===== src/pmc_pkg.sv =====
// Package for the power management control block: map, fields, states, timing
package pmc_pkg;
	// Register map (byte addresses)
	localparam logic [7:0] ADDR_BYTE_TEST = 8'h64;
	localparam logic [7:0] ADDR_POWER_CTRL = 8'h84;
	localparam logic [7:0] ADDR_IRQ_STATUS = 8'h90;
	localparam logic [7:0] ADDR_IRQ_MASK = 8'h94;
	localparam logic [7:0] ADDR_EVENT_SRC = 8'h98;

	// Power control field positions
	localparam int PS_LO = 12;
	localparam int PS_HI = 13;
	localparam int XRST_BIT = 10;
	localparam int MWAKE_BIT = 9;
	localparam int EWAKE_BIT = 8;
	localparam int DRIVE_BIT = 6;
	localparam int CAUSE_LO = 4;
	localparam int CAUSE_HI = 5;
	localparam int PULSE_BIT = 3;
	localparam int POL_BIT = 2;
	localparam int PIN_EN_BIT = 1;
	localparam int READY_BIT = 0;

	// Status and mask layout
	localparam int IRQ_WAKE_BIT = 0;
	localparam int IRQ_XDONE_BIT = 1;
	localparam int IRQ_W = 2;

	// Power state encodings
	localparam logic [1:0] PS_FULL = 2'h0;
	localparam logic [1:0] PS_FRAME = 2'h1;
	localparam logic [1:0] PS_ENERGY = 2'h2;

	// Cause bit positions within the two bit field
	localparam int CAUSE_ENERGY = 0;
	localparam int CAUSE_FRAME = 1;

	// Byte order test pattern
	localparam logic [31:0] BYTE_TEST_VALUE = 32'h87654321;

	// Timing at 40 MHz
	localparam int CLK_HZ = 40000000;
	localparam int XRST_US = 100;
	localparam int PULSE_MS = 50;
	localparam int STABLE_CYC = 16;
	localparam int XRST_CYC = (XRST_US * (CLK_HZ / 1000000));
	localparam int PULSE_CYC = (PULSE_MS * (CLK_HZ / 1000));

	typedef struct packed {
		logic pin_en;
		logic pol;
		logic pulse;
		logic drive;
		logic ewake;
		logic mwake;
	} pmc_cfg_t;

	typedef enum {ST_AWAKE, ST_SLEEP, ST_SETTLE} pmc_state_t;
endpackage


===== src/pmc_top.sv =====
// Power management control block with classic Wishbone slave
//
// Added by the designer: the Wishbone slave port.
`timescale 1ns/1ps
`default_nettype none
module pmc_top
	import pmc_pkg::*;
#(
	parameter int XRST_CYCLES  = pmc_pkg::XRST_CYC,
	parameter int PULSE_CYCLES = pmc_pkg::PULSE_CYC
) (
	// Clock and reset
	input  wire logic        clk_i,
	input  wire logic        rst_i,
	// Wishbone slave
	input  wire logic        cyc_i,
	input  wire logic        stb_i,
	input  wire logic        we_i,
	input  wire logic [7:0]  adr_i,
	input  wire logic [3:0]  sel_i,
	input  wire logic [31:0] dat_i,
	output logic [31:0]      dat_o,
	output logic             ack_o,
	// Event sources from the pins
	input  wire logic        magic_evt_i,
	input  wire logic        energy_evt_i,
	// Transceiver reset, wake pin, interrupt
	output logic             xcvr_rst_o,
	output logic             wake_pin_o,
	output logic             wake_pin_oe_o,
	output logic             irq_o
);
	import pmc_pkg::*;

	// ********************
	// Synchronised inputs
	// ********************
	logic magic_s;
	logic energy_s;

	pmc_sync u_sync_magic (
		.clk_i  (clk_i),
		.rst_i  (rst_i),
		.async_i(magic_evt_i),
		.sync_o (magic_s)
	);

	pmc_sync u_sync_energy (
		.clk_i  (clk_i),
		.rst_i  (rst_i),
		.async_i(energy_evt_i),
		.sync_o (energy_s)
	);

	// ********************
	// State
	// ********************
	pmc_state_t state_q, state_d;
	logic [1:0]  ps_q, ps_d;
	pmc_cfg_t    cfg_q, cfg_d;
	logic [1:0]  cause_q, cause_d;
	logic [1:0]  src_q, src_d;
	logic        ready_q, ready_d;
	logic        read_seen_q, read_seen_d;
	logic        xrst_q, xrst_d;
	logic [31:0] xcnt_q, xcnt_d;
	logic [31:0] scnt_q, scnt_d;
	logic [31:0] pcnt_q, pcnt_d;
	logic        pin_act_q, pin_act_d;
	logic [IRQ_W-1:0] sts_q, sts_d;
	logic [IRQ_W-1:0] msk_q, msk_d;
	logic        ack_q, ack_d;
	logic [31:0] rdat_q, rdat_d;
	logic        pin_q, pin_d;
	logic        pin_oe_q, pin_oe_d;
	logic        irq_q, irq_d;
	logic        magic_q, energy_q;

	logic        req;
	logic        wr;
	logic        rd;
	logic        wr_ok;
	logic        magic_rise;
	logic        energy_rise;
	logic        wake_evt;
	logic [IRQ_W-1:0] sts_set;

	function automatic logic lane_bit(input logic [3:0] sel, input int pos);
		lane_bit = sel[pos / 8];
	endfunction

	function automatic logic [31:0] pctl_word(input logic [1:0] ps, input logic xr, input pmc_cfg_t c,
	                                          input logic [1:0] ca, input logic rdy);
		pctl_word = 32'h0;
		pctl_word[PS_HI:PS_LO] = ps;
		pctl_word[XRST_BIT] = xr;
		pctl_word[MWAKE_BIT] = c.mwake;
		pctl_word[EWAKE_BIT] = c.ewake;
		pctl_word[DRIVE_BIT] = c.drive;
		pctl_word[CAUSE_HI:CAUSE_LO] = ca;
		pctl_word[PULSE_BIT] = c.pulse;
		pctl_word[POL_BIT] = c.pol;
		pctl_word[PIN_EN_BIT] = c.pin_en;
		pctl_word[READY_BIT] = rdy;
	endfunction

	assign req = cyc_i && stb_i && !ack_q;
	assign wr = req && we_i;
	assign rd = req && !we_i;
	// Writes count only after a read, and only byte test while unready
	assign wr_ok = wr && read_seen_q && ready_q;
	assign magic_rise = magic_s && !magic_q;
	assign energy_rise = energy_s && !energy_q;

	// ********************
	// Next state
	// ********************
	always_comb begin
		state_d = state_q;
		ps_d = ps_q;
		cfg_d = cfg_q;
		cause_d = cause_q;
		src_d = src_q;
		ready_d = ready_q;
		read_seen_d = read_seen_q;
		xrst_d = xrst_q;
		xcnt_d = xcnt_q;
		scnt_d = scnt_q;
		pcnt_d = pcnt_q;
		pin_act_d = pin_act_q;
		sts_d = sts_q;
		msk_d = msk_q;
		ack_d = req;
		rdat_d = 32'h0;
		sts_set = '0;
		wake_evt = 1'b0;

		if (rd) begin
			read_seen_d = 1'b1;
		end

		// Software release first, so an event in the same cycle wins
		if (wr_ok && adr_i == ADDR_EVENT_SRC && lane_bit(sel_i, 0)) begin
			src_d = src_q & ~dat_i[1:0];
		end

		// Event sources latch while enabled
		if (cfg_q.mwake && magic_rise) begin
			src_d[CAUSE_FRAME] = 1'b1;
			wake_evt = 1'b1;
		end
		if (cfg_q.ewake && energy_rise) begin
			src_d[CAUSE_ENERGY] = 1'b1;
			wake_evt = 1'b1;
		end
		sts_set[IRQ_WAKE_BIT] = wake_evt;

		// Cause clear needs ready and cleared sources; set wins
		cause_d = cause_q;
		if (wr_ok && adr_i == ADDR_POWER_CTRL && lane_bit(sel_i, CAUSE_LO) && state_q == ST_AWAKE) begin
			cause_d = cause_q & ~(dat_i[CAUSE_HI:CAUSE_LO] & ~src_q);
		end
		cause_d = cause_d | (wake_evt ? src_d : 2'h0);

		// Wake pin pulse and static activity
		if (wake_evt) begin
			pin_act_d = 1'b1;
			pcnt_d = 32'(PULSE_CYCLES);
		end else if (cfg_q.pulse && pin_act_q) begin
			if (pcnt_q <= 32'h1) begin
				pin_act_d = 1'b0;
			end else begin
				pcnt_d = pcnt_q - 32'h1;
			end
		end
		if (cause_d == 2'h0 || !(cfg_d.mwake || cfg_d.ewake)) begin
			pin_act_d = 1'b0;
		end

		// Transceiver reset timer
		if (xrst_q) begin
			if (xcnt_q <= 32'h1) begin
				xrst_d = 1'b0;
				sts_set[IRQ_XDONE_BIT] = 1'b1;
			end else begin
				xcnt_d = xcnt_q - 32'h1;
			end
		end

		// Power control writes
		if (wr_ok && adr_i == ADDR_POWER_CTRL) begin
			if (lane_bit(sel_i, PS_LO) && dat_i[PS_HI:PS_LO] != 2'h3) begin
				ps_d = dat_i[PS_HI:PS_LO];
			end
			if (lane_bit(sel_i, XRST_BIT) && !xrst_q && dat_i[XRST_BIT]) begin
				xrst_d = 1'b1;
				xcnt_d = 32'(XRST_CYCLES);
			end
			if (lane_bit(sel_i, MWAKE_BIT)) begin
				cfg_d.mwake = dat_i[MWAKE_BIT];
			end
			if (lane_bit(sel_i, 0)) begin
				cfg_d.drive = dat_i[DRIVE_BIT];
				cfg_d.pulse = dat_i[PULSE_BIT];
				cfg_d.pol = dat_i[POL_BIT];
				cfg_d.pin_en = dat_i[PIN_EN_BIT];
			end
			if (lane_bit(sel_i, EWAKE_BIT)) begin
				cfg_d.ewake = dat_i[EWAKE_BIT];
			end
		end
		if (wr_ok && adr_i == ADDR_IRQ_MASK && lane_bit(sel_i, 0)) begin
			msk_d = dat_i[IRQ_W-1:0];
		end
		sts_d = sts_q;
		if (wr_ok && adr_i == ADDR_IRQ_STATUS && lane_bit(sel_i, 0)) begin
			sts_d = sts_q & ~dat_i[IRQ_W-1:0];
		end
		sts_d = sts_d | sts_set;

		// Power state sequencing
		case (state_q)
			ST_AWAKE: begin
				if (ps_d != PS_FULL) begin
					state_d = ST_SLEEP;
					ready_d = 1'b0;
				end
			end
			ST_SLEEP: begin
				// Any byte test write wakes, even before the first read
				if (wr && adr_i == ADDR_BYTE_TEST) begin
					state_d = ST_SETTLE;
					scnt_d = 32'(STABLE_CYC);
				end
			end
			ST_SETTLE: begin
				if (scnt_q <= 32'h1) begin
					state_d = ST_AWAKE;
					ps_d = PS_FULL;
					ready_d = 1'b1;
					read_seen_d = 1'b0;
				end else begin
					scnt_d = scnt_q - 32'h1;
				end
			end
			default: begin
				state_d = ST_AWAKE;
			end
		endcase

		// Read mux
		if (rd) begin
			case (adr_i)
				ADDR_POWER_CTRL: rdat_d = pctl_word(ps_q, xrst_q, cfg_q, cause_q, ready_q);
				ADDR_BYTE_TEST: rdat_d = BYTE_TEST_VALUE;
				ADDR_IRQ_STATUS: rdat_d = {30'h0, sts_q};
				ADDR_IRQ_MASK: rdat_d = {30'h0, msk_q};
				ADDR_EVENT_SRC: rdat_d = {30'h0, src_q};
				default: rdat_d = 32'h0;
			endcase
		end
	end

	// ********************
	// Output encoding
	// ********************
	always_comb begin
		pin_d = 1'b0;
		pin_oe_d = 1'b0;
		if (cfg_q.drive) begin
			// Push-pull always drives, level from polarity
			pin_oe_d = 1'b1;
			pin_d = (pin_act_q && cfg_q.pin_en) ? cfg_q.pol : !cfg_q.pol;
		end else begin
			// Open-drain pulls low only when active
			pin_oe_d = pin_act_q && cfg_q.pin_en;
			pin_d = 1'b0;
		end
		irq_d = |(sts_d & msk_d);
	end

	always_ff @(posedge clk_i) begin
		if (rst_i) begin
			state_q <= ST_AWAKE;
			ps_q <= PS_FULL;
			cfg_q <= '0;
			cause_q <= 2'h0;
			src_q <= 2'h0;
			ready_q <= 1'b1;
			read_seen_q <= 1'b0;
			xrst_q <= 1'b0;
			xcnt_q <= 32'h0;
			scnt_q <= 32'h0;
			pcnt_q <= 32'h0;
			pin_act_q <= 1'b0;
			sts_q <= '0;
			msk_q <= '0;
			ack_q <= 1'b0;
			rdat_q <= 32'h0;
			pin_q <= 1'b0;
			pin_oe_q <= 1'b0;
			irq_q <= 1'b0;
			magic_q <= 1'b0;
			energy_q <= 1'b0;
		end else begin
			state_q <= state_d;
			ps_q <= ps_d;
			cfg_q <= cfg_d;
			cause_q <= cause_d;
			src_q <= src_d;
			ready_q <= ready_d;
			read_seen_q <= read_seen_d;
			xrst_q <= xrst_d;
			xcnt_q <= xcnt_d;
			scnt_q <= scnt_d;
			pcnt_q <= pcnt_d;
			pin_act_q <= pin_act_d;
			sts_q <= sts_d;
			msk_q <= msk_d;
			ack_q <= ack_d;
			rdat_q <= rdat_d;
			pin_q <= pin_d;
			pin_oe_q <= pin_oe_d;
			irq_q <= irq_d;
			magic_q <= magic_s;
			energy_q <= energy_s;
		end
	end

	assign dat_o = rdat_q;
	assign ack_o = ack_q;
	assign xcvr_rst_o = xrst_q;
	assign wake_pin_o = pin_q;
	assign wake_pin_oe_o = pin_oe_q;
	assign irq_o = irq_q;
endmodule
`default_nettype wire


===== src/pmc_sync.sv =====
// Three-stage input synchroniser with agreement filter
`timescale 1ns/1ps
`default_nettype none
module pmc_sync (
	// Clock and reset
	input  wire logic clk_i,
	input  wire logic rst_i,
	// Raw and filtered level
	input  wire logic async_i,
	output logic      sync_o
);
	logic [2:0] stage_q;
	logic [2:0] stage_d;
	logic       level_q;
	logic       level_d;

	always_comb begin
		stage_d = {stage_q[1:0], async_i};
		level_d = level_q;
		if (stage_q[1] == stage_q[2]) begin
			level_d = stage_q[2];
		end
	end

	always_ff @(posedge clk_i) begin
		if (rst_i) begin
			stage_q <= 3'h0;
			level_q <= 1'b0;
		end else begin
			stage_q <= stage_d;
			level_q <= level_d;
		end
	end

	assign sync_o = level_q;
endmodule
`default_nettype wire


===== config.mk =====
export PLATFORM = sky130hd
export DESIGN_NAME = pmc_top
export DESIGN_NICKNAME = d
export VERILOG_FILES = /design/src/pmc_pkg.sv /design/src/pmc_top.sv /design/src/pmc_sync.sv
export SDC_FILE = /design/constraint.sdc
export NUM_CORES = 1
export LEC_CHECK = 0
export ABC_AREA = 1
export BUFFER_PORTS_ARGS = -buffer_cell sky130_fd_sc_hd__buf_2
export CAP_MARGIN = 20
export CORE_MARGIN = 10
export CORE_UTILIZATION = 55
export CTS_CLUSTER_SIZE = 10
export DETAILED_ROUTE_END_ITERATION = 7
export PLACE_DENSITY_LB_ADDON = 0.3
export SYNTH_ARGS = -nofsm -noshare
export SYNTH_HDL_FRONTEND = slang
export SYNTH_HIERARCHICAL = 1
export SYNTH_SLANG_ARGS = --single-unit

===== constraint.sdc =====
create_clock -name clk_i -period 5.79 [get_ports clk_i]
set_clock_uncertainty 0.15 [all_clocks]
set_input_delay 0.2895 -clock clk_i [delete_from_list [all_inputs] [get_ports clk_i]]
set_output_delay 0.2895 -clock clk_i [all_outputs]
set_load 0.01 [all_outputs]

### After elaboration in Yosys (flattened, before gate mapping)

Index checks and enable logic that the tools add are counted.

| storage, ports and cells | value |
|---|---|
| register bits | 194 |
| bits in latches | 0 |
| RAM bits | 0 |
| ROM bits | 0 |
| input bits | 51 |
| output and inout port bits | 37 |
| memories kept | 0 |

| operators by class | value |
|---|---|
| add/sub/neg operators | 3 |
| $mul | 0 |
| divide/modulo/power cells | 0 |
| $lt $le $gt $ge | 3 |
| equality and inequality tests | 15 |
| shifts and indexed selects | 0 |
| muxes and demuxes | 45 |
| bitwise gates (word level) | 13 |
| reduce and logical (&&, ||, !) cells | 55 |

Operators with widths:

| kind | count |
|---|---|
| 2-to-1 mux 32 bit | 9 |
| case mux 32 bit (5 select lines) | 1 |
| <= comparator 32 x 1 -> 1 bit, second input constant | 3 |
| case mux 32 bit (3 select lines) | 1 |
| subtractor 32 x 1 -> 32 bit, second input constant | 3 |
| logical NOT 32 bit | 2 |
| case mux 32 bit (2 select lines) | 1 |
| 2-to-1 mux 21 bit | 3 |
| == test 32 x 1 -> 1 bit, second input constant | 1 |
| == test 32 x 2 -> 1 bit, second input constant | 1 |
| == test 8 bit, second input constant | 4 |
| logical AND 1 bit | 25 |
| 2-to-1 mux 1 bit | 20 |
| 2-to-1 mux 2 bit | 9 |
| != test 2 bit, second input constant | 6 |
| bitwise AND 2 bit | 5 |
| AND reduction 2 bit | 5 |
| nonzero test 2 bit | 5 |
| OR reduction 2 bit | 5 |
| AND reduction 3 bit | 3 |
| == test 8 x 7 -> 1 bit, second input constant | 1 |
| logical NOT 1 bit | 7 |
| inverter 2 bit | 3 |
| OR 2 bit | 2 |
| other kinds (5) | 9 |

### Longest topological paths before layout

Gate-level depths: netlist of the first run.

| logic depth | value |
|---|---|
| depth after elaboration | 14 |
| gate-level depth with buffers | 13 |
| gate-level depth less buffers | 12 |

### Modules after synthesis

The synthesis of the first run kept the hierarchy.

By module, submodules not included:

| module | instances | cells an instance | area each (um2) | sequential area each (um2) |
|---|---|---|---|---|
| pmc_top | 1 | 1217 | 8069.0 | 2742.6 |
| pmc_sync | 2 | 13 | 121.4 | 80.1 |

### Worst setup path after synthesis of the first run

OpenSTA, ideal clock, no wires.

| path | value |
|---|---|
| path type | register -> register |
| from | register pcnt_q[0] |
| to | register pcnt_q[8] |
| library setup time | 0.070 ns |
| arrival time | 1.670 ns |
| data required time | 5.570 ns |
| slack | 3.900 ns |
| stages on the path, launching flop included | 12 |
| period minus slack after synthesis | 1.890 ns |
| path through | dfxtp_1 inv_1 ha_1 or2_2 nand3_1 nor2_1 nand4_2 nand2_4 inv_2 buf_4 nand3b_1 a21oi_1 |

| on the way | value |
|---|---|
| cells in the longest elaborated chain, start to end | 3 |
| elaborated cells on any way between the ends | 4 |
| those cells by class | 1 x add/sub; 1 x order compare; 1 x bitwise; 1 x reduce/logical |

RTL lines:

| item | RTL line | RTL |
|---|---|---|
| start: declaration | pmc_top.sv:68 | `logic [31:0] pcnt_q, pcnt_d;` |
| start signal: assignment | pmc_top.sv:316 | `pcnt_q <= pcnt_d;` |
| <= comparator 32 x 1 -> 1 bit | pmc_top.sv:170 | `if (pcnt_q <= 32'h1) begin` |
| inverter 1 bit (no source line) | -- |  |
| AND reduction 2 bit (no source line) | -- |  |

Several ways; a longest one is shown, not always the timed one.
A chain may end at the register's enable or synchronous reset.

### Worst setup path in the final report of the first run

| path | value |
|---|---|
| from | register xrst_q, in the netlist xcvr_rst_o |
| to | register xcnt_q[16] |

| on the way | value |
|---|---|
| cells in the longest elaborated chain, start to end | 5 |
| elaborated cells on any way between the ends | 6 |
| those cells by class | 3 x mux; 3 x reduce/logical |

RTL lines:

| item | RTL line | RTL |
|---|---|---|
| start: declaration | pmc_top.sv:65 | `logic xrst_q, xrst_d;` |
| start signal: assignment | pmc_top.sv:313 | `xrst_q <= xrst_d;` |
| logical NOT 1 bit | pmc_top.sv:195 | `if (lane_bit(sel_i, XRST_BIT) && !xrst_q && dat_i[XRST_BIT]) begin` |
| logical AND 1 bit (2 in a row) | pmc_top.sv:195 |  |
| 2-to-1 mux 32 bit | pmc_top.sv:195 |  |
| 2-to-1 mux 32 bit (*) | pmc_top.sv:191 | `if (wr_ok && adr_i == ADDR_POWER_CTRL) begin` |
| end signal: assignment | pmc_top.sv:314 | `xcnt_q <= xcnt_d;` |
| end: declaration | pmc_top.sv:66 | `logic [31:0] xcnt_q, xcnt_d;` |

Mark *: on every way between the ends. The rest lies on a longest branch, timed or not.

==> results of run 1 <==
## Yosys cell counts (2+ instances only)
| master | n |
|---|---|
| sky130_fd_sc_hd__clkbuf_1 | 12 |
| sky130_fd_sc_hd__nor2_4 | 14 |
| sky130_fd_sc_hd__nand3b_1 | 2 |
| sky130_fd_sc_hd__and2_1 | 2 |
| sky130_fd_sc_hd__nand2_1 | 274 |
| sky130_fd_sc_hd__nor3b_1 | 4 |
| sky130_fd_sc_hd__or2_2 | 2 |
| sky130_fd_sc_hd__a21oi_1 | 107 |
| sky130_fd_sc_hd__nor3_1 | 14 |
| sky130_fd_sc_hd__o21ai_0 | 28 |
| sky130_fd_sc_hd__nand4_1 | 31 |
| sky130_fd_sc_hd__o21ai_1 | 6 |
| sky130_fd_sc_hd__a31o_2 | 2 |
| sky130_fd_sc_hd__clkinv_1 | 2 |
| sky130_fd_sc_hd__nor3_4 | 2 |
| sky130_fd_sc_hd__o211ai_1 | 2 |
| sky130_fd_sc_hd__buf_6 | 8 |
| sky130_fd_sc_hd__buf_2 | 7 |
| sky130_fd_sc_hd__inv_1 | 91 |
| sky130_fd_sc_hd__nor2_2 | 18 |
| sky130_fd_sc_hd__nand3_2 | 3 |
| sky130_fd_sc_hd__a31oi_1 | 4 |
| sky130_fd_sc_hd__xor2_1 | 37 |
| sky130_fd_sc_hd__nand2_4 | 4 |
| sky130_fd_sc_hd__nand2_2 | 15 |
| sky130_fd_sc_hd__xnor2_1 | 22 |
| sky130_fd_sc_hd__inv_2 | 6 |
| sky130_fd_sc_hd__dfxtp_1 | 145 |
| sky130_fd_sc_hd__ha_1 | 6 |
| sky130_fd_sc_hd__nand3_1 | 81 |
| sky130_fd_sc_hd__nor2_1 | 253 |
| sky130_fd_sc_hd__o21bai_1 | 3 |
| sky130_fd_sc_hd__buf_4 | 24 |
## cell type report
class / count / area share, %
tap: 184 / 2.53
inverter: 99 / 4.08
timing repair buffer: 57 / 3.27
multi-input combinational: 958 / 51.9
clock buffer: 21 / 5.17
sequential: 145 / 31.9
clock inverter: 10 / 1.20
## cells by family (layout without fill, tap and decap cells)
logic type / after synthesis / count (layout) / synth area share (%)
AO/OA/AOI/OAI: 156 / 156 / 9.95
XOR/XNOR: 59 / 59 / 6.22
adder cells (fa/ha/maj): 6 / 6 / 0.903
buffers and inverters: 150 / 187 / 8.69
flip-flops: 145 / 145 / 34.9
other: 1 / 11 / 0.0451
AND/OR/NAND/NOR: 726 / 726 / 39.3
## stage by stage
stage / std cells / hold WS [ns]
after floorplan: 1253 / 0.211
after global placement: 1441 / 0.280
after detailed placement: 1441 / 0.282
after CTS: 1474 / 0.00423
after global routing: 1474 / 0.0232
final: 1474 / 0.00725
## state kept, by name (all words and copies together) (netlist names), 3 cells and up
signal and cells:
u_sync_energy/stage_q 3, u_sync_magic/stage_q 3, dat_o 13, scnt_q 32, pcnt_q 32, cfg_q 6, xcnt_q 32
## layout by cell type (no fill, tap or decap), drive strengths merged, types with 21 or more instances in the layout
| master | instances |
|---|---|
| o21ai | 34 |
| nand3 | 84 |
| nand4 | 33 |
| dfxtp | 145 |
| nor2 | 285 |
| clkbuf | 21 |
| inv | 98 |
| nand2 | 293 |
| buf | 55 |
| xnor2 | 22 |
| a21oi | 108 |
| xor2 | 37 |
## per-layer routing
layer  routed length [um]  global-route usage [%]
met4                  220                    5.54
met1                 9300                    24.9
met5                    0                       0
met3                 1110                    4.61
met2                 9360                    32.7
## power by group through the flow
stage	Combinational, mW	Clock [mW]	Sequential, mW
after floorplan	0.0344	0	1.02
after CTS	0.0505	1.09	1.00
after detailed placement	0.0492	0	1.02
after global placement	0.0488	0	1.02
after global routing	0.0564	1.14	1.00
final	0.0507	1.08	1.00
## critical path: stages, from the launching register on
cell                       delay (ns)
sky130_fd_sc_hd__dfxtp_1         0.64
sky130_fd_sc_hd__clkinv_1        0.64
sky130_fd_sc_hd__nor2_4          0.68
sky130_fd_sc_hd__nand2_1         0.21
sky130_fd_sc_hd__or2_0           0.25
sky130_fd_sc_hd__a21oi_1         0.13
## worst max path at each step
| stage | startpoint | slack (ns) | endpoint |
|---|---|---|---|
| after floorplan | pcnt_q[0]$_SDFFE_PP0P_ | 3.90 | pcnt_q[8]$_SDFFE_PP0P_ |
| after global routing | xcvr_rst_o$_SDFF_PP0_ | 2.74 | xcnt_q[16]$_SDFF_PP0_ |
| final | xcvr_rst_o$_SDFF_PP0_ | 3.01 | xcnt_q[16]$_SDFF_PP0_ |
| after detailed placement | adr_i[1] | 2.94 | scnt_q[18]$_SDFFE_PP0P_ |
| after CTS | xcvr_rst_o$_SDFF_PP0_ | 2.98 | xcnt_q[16]$_SDFF_PP0_ |
| after global placement | adr_i[1] | 2.97 | scnt_q[26]$_SDFFE_PP0P_ |
==> results.md, run 1 <==
* Result of the run: completed
* Inserted Clock Buffers at 17
* Net Switching at 460 uW
* Storage cell area at ~0.0029 mm^2
* Combinational Power Share at approximately 2.4%
* Flip-flop and latch count after synthesis at roughly 150
* Total die area at approximately 0.02 mm^2
* Fraction of the core area covered by cells at the end of the flow at about 62%
* Filler Cells Inserted at approximately 1400
* Antenna violations before repair at 0
* Period utilisation layout at 48.0%
* Worst slack after detailed placement at around 2.9 ns
* Finished layout cell area at ~0.0091 mm^2
* Count of flip-flops with a built-in enable after synthesis at 0
* Final min period at 2.78 ns
* Aggregate global-route resource usage at 19.7%
* Worst reg2reg path startpoint: xcvr_rst_o$_SDFF_PP0_
* Design Power at 2.14 mW
* Via count of the first global-routing pass at roughly 7200
* Fraction of power spent switching nets at 21.5%
* IO buf count at 54
* Main synth FF type: sky130_fd_sc_hd__dfxtp_1
* Grt total ovfl at 0
* Detailed Place HPWL at between 10 and 15 mm
* HP Start: dat_i[2]
* Crit Path Class: register to register
* Total I/O pin count at 88
* Area leader, netlist: sky130_fd_sc_hd__dfxtp_1
* TritonCTS clock tree: yes
* Avg Inst Size Synth at between 6 and 7 um^2
* Length of the first detailed-routing pass in iterations at 5
* Type of destination of the critical path: register
* Register-to-register setup slack at approximately 3.0 ns
* Area share of the leading cell type in the synthesized netlist at a little over a third
* Count of final hold-check violations at 0
* Fraction of layout instances using a drive strength above 1 at between 10% and 20%
* Post-DP Area at 0.00851 mm^2
* Die width at ~140 um
* Launching element type of the critical path: register
* Clock insertion delay at the later pin of the skew report at between 0.4 and 0.5 ns
* Req. time, crit path at 6.00 ns
* Placer's final routability congestion estimate at between 0.9 and 1
* Unrepaired setup endpoints after global routing: false
* Synth Warn # at 6
* FMAX at between 0.3 and 0.4 GHz
* Layout Nets at roughly 1300
* Maximum buffer depth of the clock tree at 2
* Count of H-tree levels built during CTS at 4
* Transition at the pin with the smallest max-transition slack at between 0.9 and 1 ns
* Sequential fraction of the synthesis area at a little over a third
* Share of total power in the clock network at between 50% and 60%
* Die height at about 140 um
* Final total negative setup slack at 0 ns
* Total wire length at roughly 20 mm
* Multi-input logic area at approximately 0.0047 mm^2
* Number of failing setup endpoints in the final timing report at 0
* Pins Over Slew Limit at 0
* Relative area change from synthesis to final layout at 9.56%
* Worst hold path endpoint: cfg_q[4]$_SDFFE_PP0N_
* R2r endpoint: xcnt_q[16]$_SDFF_PP0_
* Number of library cell types mapped by synthesis at 45
* Most area-consuming cells after synthesis: sky130_fd_sc_hd__dfxtp_1 (35%), sky130_fd_sc_hd__nand2_1 (12%), sky130_fd_sc_hd__nor2_1 (11%)
* Wire length per cell at approximately 14 um
* Leakage power at approximately 4.4 nW
* Post-synthesis cell count at between 1000 and 1500
* Wire length of the first global-routing pass at between 30 and 40 mm
* Relative slew slack at just under 40%
* Clock net sink count at between 100 and 150
* Total inserted antenna cells at 0
* Iteration-0 DRC Markers at approximately 730
* Pwr Density at between 200 and 250 mW/mm^2
* Worst Slack Setup Final at 3.01 ns
* Cts-stage hold buffer count at 2
* Cells on Worst Hold Path at 3
* IR drop worst, VDD at 0.230 mV
* Highest fanout seen on the critical path at 23
* Root Buffer: sky130_fd_sc_hd__clkbuf_16
* Pin count of the biggest net entering global routing at 61
* Number of buffers inserted to repair setup after CTS at 0
* Async set-or-reset flop fraction in the synthesized netlist at 0%
* Max Cap Violations at 0
* Sequential share of power at ~47%
* Crit path DAT at between 2 and 3 ns
* DR vias at 7828
* Internal power at roughly 1.7 mW
* Cell count of the worst reg-to-reg path at 5
* Post_cts resized at 0
* Via-to-Cell Ratio at approximately 5.3
* Core Region at 0.0146 mm^2
* Class of the tightest hold or removal check: input port to register
* Initial cell density of the core at between 50% and 60%
* Antenna Nets Post-Route at 0
* Netlist Area Pre-Place at ~0.0083 mm^2
* Post-route DRC at 0
* CTS clk-pin slew, worst paths at 0.06 ns
* Number of standard-cell rows in the floorplan at 44
Note: power is estimated with default switching activity, not from simulation.
==> run 2: changes to the inputs <==
--- a/config.mk
+++ b/config.mk
@@ -5,7 +5,7 @@
 export SDC_FILE = /design/constraint.sdc
 export NUM_CORES = 1
 export LEC_CHECK = 0
-export ABC_AREA = 1
+export ABC_AREA = 0
 export BUFFER_PORTS_ARGS = -buffer_cell sky130_fd_sc_hd__buf_2
 export CAP_MARGIN = 20
 export CORE_MARGIN = 10
==> constraint.sdc (replaced) <==
create_clock -name clk_i -period 2.8 [get_ports clk_i]
set_clock_uncertainty 0.15 [all_clocks]
set_input_delay 0.14 -clock clk_i [delete_from_list [all_inputs] [get_ports clk_i]]
set_output_delay 0.14 -clock clk_i [all_outputs]
set_load 0.01 [all_outputs]
==> run 2 against run 1 <==
Effect of this change: synthesized cell count decreased by 39%; sequential power increased by 110%; final area shrank 13%; non-clock buffer count increased by 48; sequential share of layout area up 4.7 points; core utilization grew 4.4 points; total power grew 100%; worst hold slack better by 0.0098 ns; sequential cell count unchanged; via count decreased by 25%; register-to-register slack lost 3.0 ns; final cell count decreased by 32%.
==> results.md, run 2 <==
* Via count of the first global-routing pass at 5701 (-21%)
* Registers with the most flip-flops: pcnt_q x32, scnt_q x32, xcnt_q x32
* Antenna Nets Post-Route at 0 (unchanged)
* Class of the tightest hold or removal check: input port to register
* Count of H-tree levels built during CTS at 4 (unchanged)
* Placed instance count at 955 (-34%)
* Die height at 130 um (-9.1%)
* Main synth FF type: sky130_fd_sc_hd__dfxtp_1
* Final total negative setup slack at 0 ns (unchanged)
* Worst Slack Setup Final at 0.0546 ns (-2.96 ns)
* Period utilisation layout at 98.1% (+50 points)
* Maximum buffer depth of the clock tree at 2 (unchanged)
* Clock net sink count at 145 (unchanged)
* Flip-flop and latch count after synthesis at 145 (unchanged)
* Total wire length at 15.9 mm (-20%)
* Async set-or-reset flop fraction in the synthesized netlist at 0% (unchanged)
* Length of the first detailed-routing pass in iterations at 5 (unchanged)
* Count of final hold-check violations at 0 (unchanged)
* Transition at the pin with the smallest max-transition slack at 0.650 ns (-0.260 ns)
* Count of flip-flops with a built-in enable after synthesis at 0 (unchanged)
* Highest fanout seen on the critical path at 5 (-78%)
* Total inserted antenna cells at 0 (unchanged)
* Inserted Clock Buffers at 17 (unchanged)
* IR drop worst, VDD at 0.604 mV (+160%)
* Total die area at 0.0169 mm^2 (-17%)
* Cell types with the highest counts after synthesis: sky130_fd_sc_hd__dfxtp_1 (145), sky130_fd_sc_hd__nor2_1 (109), sky130_fd_sc_hd__a21oi_1 (48)
* Iteration-0 DRC Markers at 435 (-40%)
* Most instantiated library cell after synthesis: sky130_fd_sc_hd__dfxtp_1
* Root Buffer: sky130_fd_sc_hd__clkbuf_16
* Wire length per cell at 15.8 um (+17%)
* Initial cell density of the core at 55.8% (-0.96 points)
* Number of library cell types mapped by synthesis at 71 (+58%)
* DR vias at 5879 (-25%)
* Via-to-Cell Ratio at 5.84 (+10%)
* Worst slack after detailed placement at 0.0359 ns (-2.91 ns)
* Result of the run: completed
* Detailed Place HPWL at 11.1 mm (-23%)
* Area leader, netlist: sky130_fd_sc_hd__dfxtp_1
* Placer's final routability congestion estimate at 0.830 (-12%)
* Req. time, crit path at 3.01 ns (-2.99 ns)
* Final min period at 2.75 ns (-0.0344 ns)
* Launching element type of the critical path: register
* Avg Inst Size Synth at 8.77 um^2 (+31%)
* TritonCTS clock tree: yes
* Relative slew slack at 56.5% (+17 points)
* FMAX at 0.364 GHz (+1.3%)
* Die width at 130 um (-9.1%)
* CTS clk-pin slew, worst paths at 0.06 ns (about the same)
* Most area-consuming cells after synthesis: sky130_fd_sc_hd__dfxtp_1 (44%), sky130_fd_sc_hd__nor2_1 (6.2%), sky130_fd_sc_hd__xnor2_1 (4.6%)
* IO buf count at 54 (unchanged)
* Layout Nets at 903 (-32%)
* Most frequent standard cell in the layout excluding fill and tap cells: sky130_fd_sc_hd__dfxtp_1
* Number of standard-cell rows in the floorplan at 40 (-9.1%)
* Fraction of layout instances using a drive strength above 1 at 17.7% (+5.6 points)
* Post-synthesis cell count at 758 (-39%)
* Grt total ovfl at 0 (unchanged)
* Pin count of the biggest net entering global routing at 29 (-52%)
* Sequential fraction of the synthesis area at 43.7% (+8.8 points)
* Design Power at 4.36 mW (+100%)
* Area share of the leading cell type in the synthesized netlist at 43.7% (+8.8 points)
* Aggregate global-route resource usage at 19.2% (-0.43 points)
* Relative area change from synthesis to final layout at 19.4%
* Filler Cells Inserted at 954 (-31%)
* Total I/O pin count at 88 (unchanged)
* Crit Path Class: register to register
* Type of destination of the critical path: register
* Leakage power at 3.11 nW (-30%)
* Wire length of the first global-routing pass at 26.8 mm (-20%)
* Commonest non-fill, non-tap cells in the layout: sky130_fd_sc_hd__dfxtp_1 (144), sky130_fd_sc_hd__nor2_1 (109), sky130_fd_sc_hd__buf_2 (54), sky130_fd_sc_hd__a21oi_1 (47), sky130_fd_sc_hd__xnor2_1 (35)
* Fin cells at 1006 (-32%)
* Netlist Area Pre-Place at 0.00665 mm^2 (-20%)
* Max Cap Violations at 0 (unchanged)
* Synth Warn # at 6 (unchanged)
* Antenna violations before repair at 0 (unchanged)
* Core Region at 0.0119 mm^2 (-19%)
* Clock insertion delay at the later pin of the skew report at 0.42 ns (about the same)
* Pins Over Slew Limit at 0 (unchanged)
* Pwr Density at 550 mW/mm^2 (+130%)
* Post-route DRC at 0 (unchanged)
* Number of failing setup endpoints in the final timing report at 0 (unchanged)
* Fraction of the core area covered by cells at the end of the flow at 66.6% (+4.4 points)
* Crit path DAT at 2.96 ns (-0.03 ns)
[run 2: changes by cell type in the layout (fill, tap and decap cells not counted), sizes merged, moves of 17 or more]
| cell | previous run | this run |
|---|---|---|
| nand4 | 33 | 8 |
| a21oi | 108 | 48 |
| nor2 | 285 | 109 |
| nor3 | 17 | 35 |
| nor4 | 1 | 29 |
| nand2 | 293 | 34 |
| nand3 | 84 | 24 |
| buf | 55 | 86 |
| or3 | 0 | 20 |
| inv | 98 | 19 |
| or4 | 0 | 17 |
| dlygate4sd3 | 2 | 19 |
[run 2: path summary, 6_finish.rpt]
check                                                     endpoint                                from  cells past startpoint  slack, ns
worst min register to register  u_sync_magic/stage_q[1]$_SDFF_PP0_  u_sync_magic/stage_q[0]$_SDFF_PP0_                      1       0.29
worst max register to register             pcnt_q[24]$_SDFFE_PP0P_              pcnt_q[5]$_SDFFE_PP0P_                      7       0.05
worst min-delay path                          dat_o[26]$_SDFF_PP0_                               cyc_i                      4       0.02
worst max-delay path                       pcnt_q[24]$_SDFFE_PP0P_              pcnt_q[5]$_SDFFE_PP0P_                      7       0.05
[run 2: cell families after synthesis]
group / share of synthesized area (%)
compound gates: 10.9
xor+xnor: 9.09
buf+inv: 4.61
fa+ha+maj: 1.13
other cells: 0.0564
simple gates: 29.0
flops: 43.7
mux: 1.54
[run 2: layout make-up]
type	instances	area [um^2]	area share (%)
repair buffers	105	704	8.88
well taps	147	184	2.32
clock buffers	18	439	5.54
inverters	14	52.6	0.662
flip-flops and latches	145	2900	36.6
clock inverters	14	131	1.66
multi-input cells	563	3520	44.3
[run 2: what timing repair did]
action	4_1_cts	5_1_grt
hold buffers	19	0
hold endpoints to repair	28	0
setup endpoints to repair	1	17
pin swaps	0	4
resized for setup	1	9
buffers inserted	0	0
[run 2: per-layer routing]
layer / GRT usage [%] / wire length (um) / share of wire [%] / vias to the layer above
li1: - / - / - / 2867
met1: 22.9 / 7000 / 44 / 2837
met2: 32.7 / 7810 / 49 / 148
met3: 5.48 / 790 / 5.0 / 27
met4: 6.48 / 311 / 2.0 / 0
met5: 0 / 0 / 0 / -
[run 2: through the flow]
step	area [um^2]	hold WS (ns)
floorplan	6680	0.0591
finish	7930	0.0171
CTS	7890	0.00412
global route	7930	0.0410
global placement	7120	0.208
detailed placement	7120	0.224
[run 2: worst max-delay path, stage by stage, from the launching register on]
cell and delay (ns):
sky130_fd_sc_hd__dfxtp_2 0.33, sky130_fd_sc_hd__or4_4 0.57, sky130_fd_sc_hd__nor4_4 0.33, sky130_fd_sc_hd__nand2_4 0.10, sky130_fd_sc_hd__or4_4 0.59, sky130_fd_sc_hd__buf_6 0.15, sky130_fd_sc_hd__or4_1 0.39, sky130_fd_sc_hd__nand2_1 0.08
[run 2: power breakdown]
part,switching (mW),internal (mW),leakage (nW)
combinational,0.0691,0.0459,1.67
sequential,0.00223,2.07,1.17
clock,0.920,1.26,0.275
